<file path="config.mk">
export PLATFORM = sky130hd
export DESIGN_NAME = smp_stepper_gen
export DESIGN_NICKNAME = d
export VERILOG_FILES = /design/src/hw/smp_pkg.sv /design/src/hw/smp_stepper_gen.sv
export SDC_FILE = /design/constraint.sdc
export NUM_CORES = 2
export LEC_CHECK = 0
export BUFFER_PORTS_ARGS = -buffer_cell sky130_fd_sc_hd__clkbuf_2
export CORE_MARGIN = 4
export CORE_UTILIZATION = 55
export DETAILED_ROUTE_END_ITERATION = 6
export PLACE_DENSITY = 0.74
export SLEW_MARGIN = 0
export SYNTH_ARGS = -nofsm -noshare
export SYNTH_HDL_FRONTEND = slang
export SYNTH_SLANG_ARGS = --single-unit
</file>
<file path="constraint.sdc">
create_clock -name clk_sys -period 96.6 [get_ports clk_sys]
set_input_delay 14.49 -clock clk_sys [delete_from_list [all_inputs] [get_ports clk_sys]]
set_output_delay 14.49 -clock clk_sys [all_outputs]
set_load 0.02 [all_outputs]
</file>
<file path="src/hw/smp_pkg.sv">
package smp_pkg;
	localparam int          CLK_HZ      = 40_000_000;
	localparam int          MS_PER_S    = 1000;
	localparam int          UPDATE_MS   = 32;
	localparam int          UPDATE_CYC  = CLK_HZ / MS_PER_S * UPDATE_MS;
	localparam logic [15:0] MIN_TARGET  = 16'h0032;
	localparam int          ECYCLES     = 16;
	localparam int          STEPS_PER_EC = 4;
	localparam logic [6:0]  LEARN_STEPS = 7'(ECYCLES * STEPS_PER_EC);
	localparam logic [2:0]  PAUSE_TICKS = 3'h4;
	// register byte offsets
	localparam logic [7:0]  A_CTRL   = 8'h00;
	localparam logic [7:0]  A_START  = 8'h04;
	localparam logic [7:0]  A_TARGET = 8'h08;
	localparam logic [7:0]  A_STOP   = 8'h0c;
	localparam logic [7:0]  A_ACCEL  = 8'h10;
	localparam logic [7:0]  A_NSTEPS = 8'h14;
	localparam logic [7:0]  A_DECEL  = 8'h18;
	localparam logic [7:0]  A_STATUS = 8'h1c;
	localparam logic [7:0]  A_COUNT  = 8'h20;
	// control and status bit positions
	localparam int C_START = 0;
	localparam int C_STOP  = 1;
	localparam int C_CNT   = 2;
	localparam int C_RECIP = 3;
	localparam int C_LEARN = 4;
	localparam int C_REV   = 5;
	localparam int C_DIR   = 6;
	localparam int S_BUSY  = 0;
	localparam int S_PRMPT = 1;
	localparam int S_LDONE = 2;
	localparam int S_STALL = 3;
	localparam int S_DIR   = 4;
	// reset values
	localparam logic [15:0] RST_START  = 16'h00c8;
	localparam logic [15:0] RST_TARGET = 16'h03e8;
	localparam logic [15:0] RST_STOP   = 16'h00c8;
	localparam logic [15:0] RST_ACCEL  = 16'h00c8;
	localparam logic [31:0] RST_NSTEPS = 32'h0000_00c8;
	localparam logic [31:0] RST_DECEL  = 32'h0000_00c8;

	typedef enum logic [2:0] {
		ST_IDLE   = 3'b000,
		ST_UP     = 3'b001,
		ST_CRUISE = 3'b010,
		ST_DOWN   = 3'b011,
		ST_PAUSE  = 3'b100
	} smp_mode_e;

	typedef struct packed {
		logic outputsOff;
		logic faultOutN;
		logic learnCompleteFlag;
		logic blockageDetected;
	} smp_drv_in_s;

	typedef struct packed {
		smp_mode_e   st;
		logic [15:0] rate;
		logic [15:0] startRate;
		logic [15:0] targetRate;
		logic [15:0] stopRate;
		logic [15:0] accel;
		logic [31:0] numSteps;
		logic [31:0] decelAt;
		logic [31:0] count;
		logic [31:0] prdata;
		logic [25:0] period;
		logic [25:0] pcnt;
		logic [20:0] tick;
		logic [6:0]  ecnt;
		logic [2:0]  pauseN;
		logic        counted;
		logic        recip;
		logic        learnEn;
		logic        revEn;
		logic        dir;
		logic        stepOut;
		logic        stopReq;
		logic        learnPulse;
		logic        learning;
		logic        prompt;
		logic        learnDone;
		logic        stallSt;
		logic        stallPrev;
	} smp_state_s;
endpackage : smp_pkg

</file>
<file path="src/hw/smp_stepper_gen.sv">
// Implementation choices: the APB slave port and the register offsets.
`timescale 1ns/1ps
module smp_stepper_gen #(
	parameter int unsigned TICK_CYCLES = smp_pkg::UPDATE_CYC
) (
	input  wire logic                clk_sys,
	input  wire logic                nrst,
	input  wire logic                ce,
	input  wire logic                psel,
	input  wire logic                penable,
	input  wire logic                pwrite,
	input  wire logic [7:0]          paddr,
	input  wire logic [31:0]         pwdata,
	output logic      [31:0]         prdata,
	output logic                     pready,
	output logic                     pslverr,
	input  wire smp_pkg::smp_drv_in_s drvIn,
	output logic                     stepPulse,
	output logic                     dirOut,
	output logic                     thresholdLearnRequest,
	output logic                     learnPrompt
);
	smp_pkg::smp_state_s q_r;
	smp_pkg::smp_state_s q_nxt;
	logic        running;
	logic        tickHit;
	logic        periodEnd;
	logic        done;
	logic        stallNow;
	logic        stallEdge;
	logic        wrEn;
	logic        startCmd;
	logic        stopCmd;
	logic        startOk;
	logic        mapped;
	logic [20:0] prod;
	logic [20:0] dq;
	logic [15:0] delta;
	logic [16:0] upSum;
	logic [15:0] startEff;
	logic [15:0] tgtEff;
	logic [31:0] rdData;

	// period from rate; a zero rate is treated as one to keep the divide safe
	function automatic logic [25:0] periodOf(input logic [15:0] r);
		logic [31:0] rr;
		rr = {16'h0000, (r == 16'h0000) ? 16'h0001 : r};
		periodOf = 26'(32'(smp_pkg::CLK_HZ) / rr);
	endfunction : periodOf

	// begin a move: first step goes out at once, equal rates skip the ramp
	function automatic smp_pkg::smp_state_s launch(input smp_pkg::smp_state_s s,
		input logic [15:0] sr, input logic [15:0] tr);
		launch = s;
		launch.st = (sr >= tr) ? smp_pkg::ST_CRUISE : smp_pkg::ST_UP;
		launch.rate = (sr >= tr) ? tr : sr;
		launch.period = periodOf(launch.rate);
		launch.pcnt = 26'h0;
		launch.stepOut = 1'b1;
		launch.count = 32'h1;
		launch.tick = 21'h0;
	endfunction : launch

	// decode and derived quantities
	assign running = (q_r.st == smp_pkg::ST_UP) || (q_r.st == smp_pkg::ST_CRUISE)
		|| (q_r.st == smp_pkg::ST_DOWN);
	assign tickHit = (q_r.tick == 21'(TICK_CYCLES - 1));
	assign periodEnd = running && (q_r.pcnt >= q_r.period - 26'h1);
	assign done = periodEnd && q_r.counted && (q_r.count >= q_r.numSteps);
	assign stallNow = !drvIn.faultOutN && drvIn.blockageDetected;
	assign stallEdge = stallNow && !q_r.stallPrev;
	assign wrEn = psel && penable && pwrite;
	assign startCmd = wrEn && (paddr == smp_pkg::A_CTRL) && pwdata[smp_pkg::C_START];
	assign stopCmd = wrEn && (paddr == smp_pkg::A_CTRL) && pwdata[smp_pkg::C_STOP];
	// counted moves of zero steps are meaningless, so such a start is ignored
	assign startOk = startCmd && !drvIn.outputsOff && (q_r.st == smp_pkg::ST_IDLE)
		&& !(pwdata[smp_pkg::C_CNT] && (q_r.numSteps == 32'h0));
	// clamping the target keeps the cruise rate legal even if misprogrammed
	assign tgtEff = (q_r.targetRate < smp_pkg::MIN_TARGET) ? smp_pkg::MIN_TARGET
		: q_r.targetRate;
	assign startEff = (q_r.startRate == 16'h0) ? 16'h1 : q_r.startRate;
	// per-update increment; an increment of zero would stall the ramp forever
	assign prod = 21'(q_r.accel * smp_pkg::UPDATE_MS);
	assign dq = prod / 21'(smp_pkg::MS_PER_S);
	assign delta = (dq == 21'h0) ? 16'h1 : dq[15:0];
	assign upSum = {1'b0, q_r.rate} + {1'b0, delta};

	// read mux, unmapped offsets answer zero with an error
	always_comb begin
		rdData = 32'h0;
		mapped = 1'b1;
		case (paddr)
			smp_pkg::A_CTRL: rdData = {25'h0, q_r.dir, q_r.revEn, q_r.learnEn,
				q_r.recip, q_r.counted, 2'b00};
			smp_pkg::A_START: rdData = {16'h0, q_r.startRate};
			smp_pkg::A_TARGET: rdData = {16'h0, q_r.targetRate};
			smp_pkg::A_STOP: rdData = {16'h0, q_r.stopRate};
			smp_pkg::A_ACCEL: rdData = {16'h0, q_r.accel};
			smp_pkg::A_NSTEPS: rdData = q_r.numSteps;
			smp_pkg::A_DECEL: rdData = q_r.decelAt;
			smp_pkg::A_STATUS: rdData = {q_r.rate, 8'h0, q_r.st, q_r.dir, q_r.stallSt,
				q_r.learnDone, q_r.prompt, q_r.st != smp_pkg::ST_IDLE};
			smp_pkg::A_COUNT: rdData = q_r.count;
			default: mapped = 1'b0;
		endcase
	end

	// next-state logic for the whole block
	always_comb begin
		q_nxt = q_r;
		q_nxt.learnPulse = 1'b0;
		q_nxt.stallPrev = stallNow;
		if (psel && !penable) begin
			q_nxt.prdata = rdData;
		end
		if (wrEn) begin
			case (paddr)
				smp_pkg::A_CTRL: begin
					q_nxt.counted = pwdata[smp_pkg::C_CNT];
					q_nxt.recip = pwdata[smp_pkg::C_RECIP];
					q_nxt.learnEn = pwdata[smp_pkg::C_LEARN];
					q_nxt.revEn = pwdata[smp_pkg::C_REV];
				end
				smp_pkg::A_START: q_nxt.startRate = pwdata[15:0];
				smp_pkg::A_TARGET: q_nxt.targetRate = pwdata[15:0];
				smp_pkg::A_STOP: q_nxt.stopRate = pwdata[15:0];
				smp_pkg::A_ACCEL: q_nxt.accel = pwdata[15:0];
				smp_pkg::A_NSTEPS: q_nxt.numSteps = pwdata;
				smp_pkg::A_DECEL: q_nxt.decelAt = pwdata;
				smp_pkg::A_STATUS: begin
					if (pwdata[smp_pkg::S_STALL]) begin
						q_nxt.stallSt = 1'b0;
					end
				end
				default: ;
			endcase
		end
		// a counted-bit write mid-move is dropped; the recip, learn and reverse bits apply at once
		if (q_r.st != smp_pkg::ST_IDLE) begin
			q_nxt.counted = q_r.counted;
		end
		if (stopCmd && (q_r.st != smp_pkg::ST_IDLE)) begin
			q_nxt.stopReq = 1'b1;
		end
		case (q_r.st)
			smp_pkg::ST_IDLE: begin
				if (startOk) begin
					q_nxt = launch(q_nxt, startEff, tgtEff);
					q_nxt.dir = pwdata[smp_pkg::C_DIR];
					q_nxt.stopReq = 1'b0;
					q_nxt.learnDone = 1'b0;
					q_nxt.learning = 1'b0;
					q_nxt.prompt = 1'b0;
				end
			end
			smp_pkg::ST_UP, smp_pkg::ST_CRUISE, smp_pkg::ST_DOWN: begin
				q_nxt.tick = tickHit ? 21'h0 : q_r.tick + 21'h1;
				if (periodEnd) begin
					q_nxt.pcnt = 26'h0;
				end else begin
					q_nxt.pcnt = q_r.pcnt + 26'h1;
					if (q_r.pcnt == (q_r.period >> 1)) begin
						q_nxt.stepOut = 1'b0;
					end
				end
				if (done) begin
					q_nxt.stepOut = 1'b0;
					if (q_r.recip && !q_nxt.stopReq) begin
						q_nxt = launch(q_nxt, startEff, tgtEff);
						q_nxt.dir = !q_r.dir;
					end else begin
						q_nxt.st = smp_pkg::ST_IDLE;
					end
				end else begin
					if (periodEnd) begin
						// reload only at a boundary so no pulse is cut short
						q_nxt.period = periodOf(q_r.rate);
						q_nxt.stepOut = 1'b1;
						q_nxt.count = q_r.count + 32'h1;
						if (q_r.learning && !q_r.prompt) begin
							q_nxt.ecnt = q_r.ecnt + 7'h1;
							if (q_r.ecnt + 7'h1 == smp_pkg::LEARN_STEPS) begin
								q_nxt.prompt = 1'b1;
							end
						end
						if (q_r.counted && (q_r.count + 32'h1 == q_r.decelAt)
							&& (q_r.st != smp_pkg::ST_DOWN)) begin
							q_nxt.st = smp_pkg::ST_DOWN;
						end
					end
					if (q_nxt.stopReq && !q_r.counted && (q_r.st != smp_pkg::ST_DOWN)) begin
						q_nxt.st = smp_pkg::ST_DOWN;
					end else if (tickHit && (q_r.st == smp_pkg::ST_UP)) begin
						if (upSum >= {1'b0, tgtEff}) begin
							q_nxt.rate = tgtEff;
							// a decel point landing on this tick must not be undone by the clamp
							q_nxt.st = (q_nxt.st == smp_pkg::ST_UP) ? smp_pkg::ST_CRUISE : q_nxt.st;
						end else begin
							q_nxt.rate = upSum[15:0];
						end
					end else if (tickHit && (q_r.st == smp_pkg::ST_DOWN)) begin
						if ({1'b0, q_r.rate} <= {1'b0, q_r.stopRate} + {1'b0, delta}) begin
							q_nxt.rate = q_r.stopRate;
							if (!q_r.counted) begin
								q_nxt.st = smp_pkg::ST_IDLE;
								q_nxt.stepOut = 1'b0;
							end
						end else begin
							q_nxt.rate = q_r.rate - delta;
						end
					end
				end
			end
			smp_pkg::ST_PAUSE: begin
				q_nxt.tick = tickHit ? 21'h0 : q_r.tick + 21'h1;
				if (q_nxt.stopReq) begin
					q_nxt.st = smp_pkg::ST_IDLE;
				end else if (tickHit) begin
					q_nxt.pauseN = q_r.pauseN + 3'h1;
					if (q_r.pauseN == smp_pkg::PAUSE_TICKS - 3'h1) begin
						q_nxt = launch(q_nxt, startEff, tgtEff);
						q_nxt.dir = !q_r.dir;
					end
				end
			end
			default: q_nxt.st = smp_pkg::ST_IDLE;
		endcase
		// a stall that lands on a clear still shows: set wins
		if (stallEdge && running) begin
			q_nxt.stallSt = 1'b1;
			if (q_r.revEn) begin
				q_nxt.st = smp_pkg::ST_PAUSE;
				q_nxt.pauseN = 3'h0;
				q_nxt.tick = 21'h0;
				q_nxt.stepOut = 1'b0;
			end
		end
		if (q_r.prompt && stallNow && drvIn.learnCompleteFlag) begin
			q_nxt.learnDone = 1'b1;
			q_nxt.prompt = 1'b0;
			q_nxt.learning = 1'b0;
		end
		// losing the driver outputs aborts at once
		if (drvIn.outputsOff) begin
			q_nxt.st = smp_pkg::ST_IDLE;
			q_nxt.stepOut = 1'b0;
		end
		// learning is asked for once per start, only in continuous mode
		if ((q_nxt.st == smp_pkg::ST_CRUISE) && (q_r.st != smp_pkg::ST_CRUISE)
			&& !q_nxt.counted && q_r.learnEn && !q_r.learning && !q_nxt.learnDone) begin
			q_nxt.learnPulse = 1'b1;
			q_nxt.learning = 1'b1;
			q_nxt.ecnt = 7'h0;
		end
	end

	// state register, frozen while the clock enable is low
	always_ff @(posedge clk_sys or negedge nrst) begin
		if (!nrst) begin
			q_r <= '0;
			q_r.startRate <= smp_pkg::RST_START;
			q_r.targetRate <= smp_pkg::RST_TARGET;
			q_r.stopRate <= smp_pkg::RST_STOP;
			q_r.accel <= smp_pkg::RST_ACCEL;
			q_r.numSteps <= smp_pkg::RST_NSTEPS;
			q_r.decelAt <= smp_pkg::RST_DECEL;
		end else if (ce) begin
			q_r <= q_nxt;
		end
	end

	// outputs
	assign prdata = q_r.prdata;
	assign pready = 1'b1;
	assign pslverr = psel && penable && !mapped;
	assign stepPulse = q_r.stepOut;
	assign dirOut = q_r.dir;
	assign thresholdLearnRequest = q_r.learnPulse;
	assign learnPrompt = q_r.prompt;
endmodule : smp_stepper_gen

</file>
==> results <==
- The run finished, with violations left.
- The checks that failed: design-rule violations.
- The tightest min-delay check is of the reg -> reg type.
- The warning count from the yosys run is 0.
- In this run the worst path has a maximum fanout of 34.
- The number of clock sinks is 307.
- The initial DRC count is 8433.
- The most instantiated flip-flop cell in the synthesis netlist is dfrtp_1.
- The maximum level of the CTS H-tree is 2.
- The area growth from synthesis to layout is 7.68%.
- The initial antenna violation count is 9.
- The endpoint arrival time on the critical path is 91.01 ns.
- Setup slack on the critical path of the routed design comes to 6.02 ns.
- The adder and majority gate portion of the synthesized area is 0.148.
- Synthesis handed over a netlist of 10300 instances.
- Of the post-synthesis cell area, the part taken by muxes is 0.0573.
- The total detailed-routing wirelength is 272000 um.
- The final count of hold timing violations is 0.
- The initial utilization of the core area, before any placement, comes to 0.555.
- The final number of max-transition violations is 0.
- The clock reaches the later pin of the worst-skew pair after 0.55 ns.
- The maximum root-to-sink buffer count is 3.
- The floorplan step defined a die boundary enclosing 0.141 mm2.
- The clock arrives with 0.0136 ns of skew.
- The total of max-cap violations is 0.
- The number of buffers inserted during clock tree synthesis is 35.
- The floorplan has 134 rows.
- Before CTS, the worst setup slack after placement is -1.12 ns.
- The HPWL after detailed placement is 212000 um.
- The global-route wire length before repair is 419000 um.
- The congestion estimate from routability-driven global placement came to 1.03.
- Clock-pin slew was measured on the worst setup and hold paths at 0.06 ns.
- The fraction of the yosys area taken by sequential cells is 0.104.
- Static timing analysis puts the maximum clock frequency at 11.0 MHz.
- The worst pin sits at a relative slew slack of 0.103.
- Setup violations remaining at the end of the flow were counted as 0.
- The number of flops mapped to enable cells by yosys is 0.
- After detailed routing, the number of vias per cell comes to 6.75.
- The worst register-to-register path has a setup slack of 6.02 ns.
- Dividing the final minimum period by the clock period gives 0.938.
- The cell with the largest stage delay on the worst path is o41ai_4.
- The via count of the first global-routing pass was 76300.
- After routing the design area is 0.0798 mm2.
- Summing all multi-input logic gate instances after layout gives 0.0636 mm2.
- The total overflow left after global routing is 0.
- The clock period minus worst slack is 90.58 ns.
- The xor-xnor portion of the synthesized cell area is 0.0807.
- The number of top-level pins is 88.
- The final layout contains 11300 nets.
- The worst setup path is launched from a register.
- The filler cell count is 12400.
- In this run the standard cell core region covers 0.134 mm2.
- The share of post-route cells with drive strength above 1 is 0.128.
- After routing, the total negative slack on setup checks comes to 0 ns.
- The total of hold buffers inserted after clock tree synthesis is 0.
- The most numerous cell type found on the critical path is o21ai_0.
- The via count is 82200.
- The floorplan step set the die width to 375 um.
- For the pin with the worst max-slew slack, the measured transition is 1.34 ns.
- By area, the combinational part of the netlist is dominated by compound AO/OA/AOI/OAI gates.
- The synthesized flop and latch total is 307.
- The aggregate global-route resource usage is 0.362.
- The average cell area after synthesis is 7.23 um2.
- Entering global routing, the biggest net connects 174 pins.
- TritonCTS built the clock tree.
- The final core utilization is 0.598.
- The register area is 0.00771 mm2.
- The wire length per cell is 22.4 um.
- The final antenna-violating net count is 0.
- The start-to-end type of the worst setup path is reg -> reg.
- The async set-or-reset flop fraction in the synthesized netlist is 1.00.
- The synthesized-area fraction occupied by ao, oa, aoi and oai cells was 0.313.
- For this run, design rule violations remaining after detail routing come to 2.
- Once placement finished, the instance area stood at 0.0779 mm2.
- Yosys mapped the design onto 169 distinct sky130hd cell types.
- The area of the mapped netlist is 0.0742 mm2.
- Of the total synthesized cell area, the portion taken by AND, OR, NAND and NOR gates is 0.249.
- In this run the vertical extent of the chip is 375 um.
- The required arrival time at the worst endpoint is 97.03 ns.
- In this run the tool buffered the top-level ports with 86 buffer cells.
- The number of detailed-route iterations in the first pass is 7.
- The type of destination of the critical path is a register.
- The number of buffers and inverters on the critical path is 19.
- The delay of the slowest critical-path stage is 0.61 ns.
- The master cell of the clock root buffer is clkbuf_16.
- The gate family responsible for the most delay along the worst path is compound AO/OA/AOI/OAI gates.
-- placed cells by master, fill, tap and decap left out, drive strengths merged, types with 110 or more instances in the layout --
cell | netlist | routed
xor2 | 248 | 248
and3 | 131 | 131
a21oi | 837 | 837
nor2 | 997 | 998
nand2 | 967 | 967
buf | 106 | 407
nand4 | 138 | 138
ha | 870 | 870
and2 | 110 | 110
a31oi | 136 | 136
nor3 | 278 | 278
nand3 | 258 | 260
o31ai | 200 | 200
or3 | 112 | 113
a21o | 322 | 322
nand2b | 208 | 208
nor2b | 122 | 122
o21a | 206 | 206
mux2 | 294 | 294
xnor2 | 432 | 432
o21ai | 842 | 842
dfrtp | 286 | 286
inv | 407 | 408
clkbuf | 300 | 128
-- synthesized netlist by cell type, drive strengths merged (30+ instances only) --
cell type / count / share of area
o31ai: 200 / 0.021
nand4: 138 / 0.012
o21ai: 842 / 0.057
mux2: 294 / 0.045
a221oi: 44 / 0.0055
xnor2: 432 / 0.051
ha: 870 / 0.15
and2: 110 / 0.0095
or4: 41 / 0.0044
a211oi: 86 / 0.0093
nor2: 997 / 0.051
a21boi: 70 / 0.0072
nand2b: 208 / 0.018
clkbuf: 300 / 0.018
dfrtp: 286 / 0.097
nand3: 258 / 0.018
o211ai: 86 / 0.0089
o21a: 206 / 0.021
a21o: 322 / 0.033
o21bai: 42 / 0.0045
nor3: 278 / 0.020
buf: 106 / 0.0093
nor3b: 34 / 0.0035
a21oi: 837 / 0.057
nor2b: 122 / 0.010
nand2: 967 / 0.049
inv: 407 / 0.021
o22ai: 43 / 0.0036
a22oi: 63 / 0.0065
a31oi: 136 / 0.012
or2: 90 / 0.0076
xor2: 248 / 0.029
or3: 112 / 0.0099
nor4: 106 / 0.011
a211o: 42 / 0.0051
mux2i: 90 / 0.012
and3: 131 / 0.011
o31a: 30 / 0.0037
-- cells by family after synthesis --
kind of cell             Yosys count
AO/OA/AOI/OAI                   3488
XOR/XNOR                         680
adder cells (fa/ha/maj)          877
buffers and inverters            815
flip-flops                       307
multiplexers                     384
other                              2
AND/OR/NAND/NOR                 3700
-- layer usage --
metal / vias to the layer above / GRT usage / routed length (um)
met4: 2 / 0.185 / 15800
met5: - / 0 / 13
met3: 824 / 0.0479 / 23300
li1: 38600 / - / -
met1: 38900 / 0.459 / 110000
met2: 3943 / 0.601 / 123000
-- per-stage QoR --
stage | std cells | hold slack [ns]
floorplan | 10300 | 0.450
global placement | 12100 | 0.460
detailed placement | 12100 | 0.466
CTS | 12100 | 0.480
global route | 12200 | 0.496
finish | 12200 | 0.475
-- area by class of cell --
class	instances	share of cell area
Timing Repair Buffer	492	0.0444
Antenna cell	10	0.000313
Clock inverter	19	0.00277
Tap cell	1768	0.0277
Clock buffer	43	0.0122
Multi-Input combinational cell	9137	0.797
Inverter	408	0.0192
Sequential cell	307	0.0965
-- repair_timing --
item	CTS	global route
gates cloned	0	5
setup buffers	0	33
pin swaps	0	13
setup endpoints to repair	1	3
resized for setup	7	82
-- registers in the layout, summed over array words and instances, names as in the netlist --
| name | flops |
|---|---|
| prdata | 32 |
| q_r | 271 |
| learnPrompt | 1 |
| dirOut | 1 |
| stepPulse | 1 |
| thresholdLearnRequest | 1 |
-- worst paths after layout --
check | start | end | cells past startpoint
min in group asynchronous | nrst | q_r[70] | 1
max | q_r[271] | q_r[70] | 405
min reg2reg | prdata[19] | prdata[19] | 1
min | prdata[19] | prdata[19] | 1
max in group asynchronous | nrst | q_r[81] | 2
max reg2reg | q_r[271] | q_r[70] | 405
-- worst register-to-register path: cells and delay by family, from the launching register on --
kind,cells,cell delay [ns]
fa+ha+maj,32,10.88
mux,7,2.54
compound gates,232,50.24
xor+xnor,1,0.25
simple gates,114,21.95
flops,1,0.49
buf+inv,19,4.08
Power is left out: the tool's default activity adds up to more than one toggle a clock period on the data nets, which glitch-free logic cannot reach.
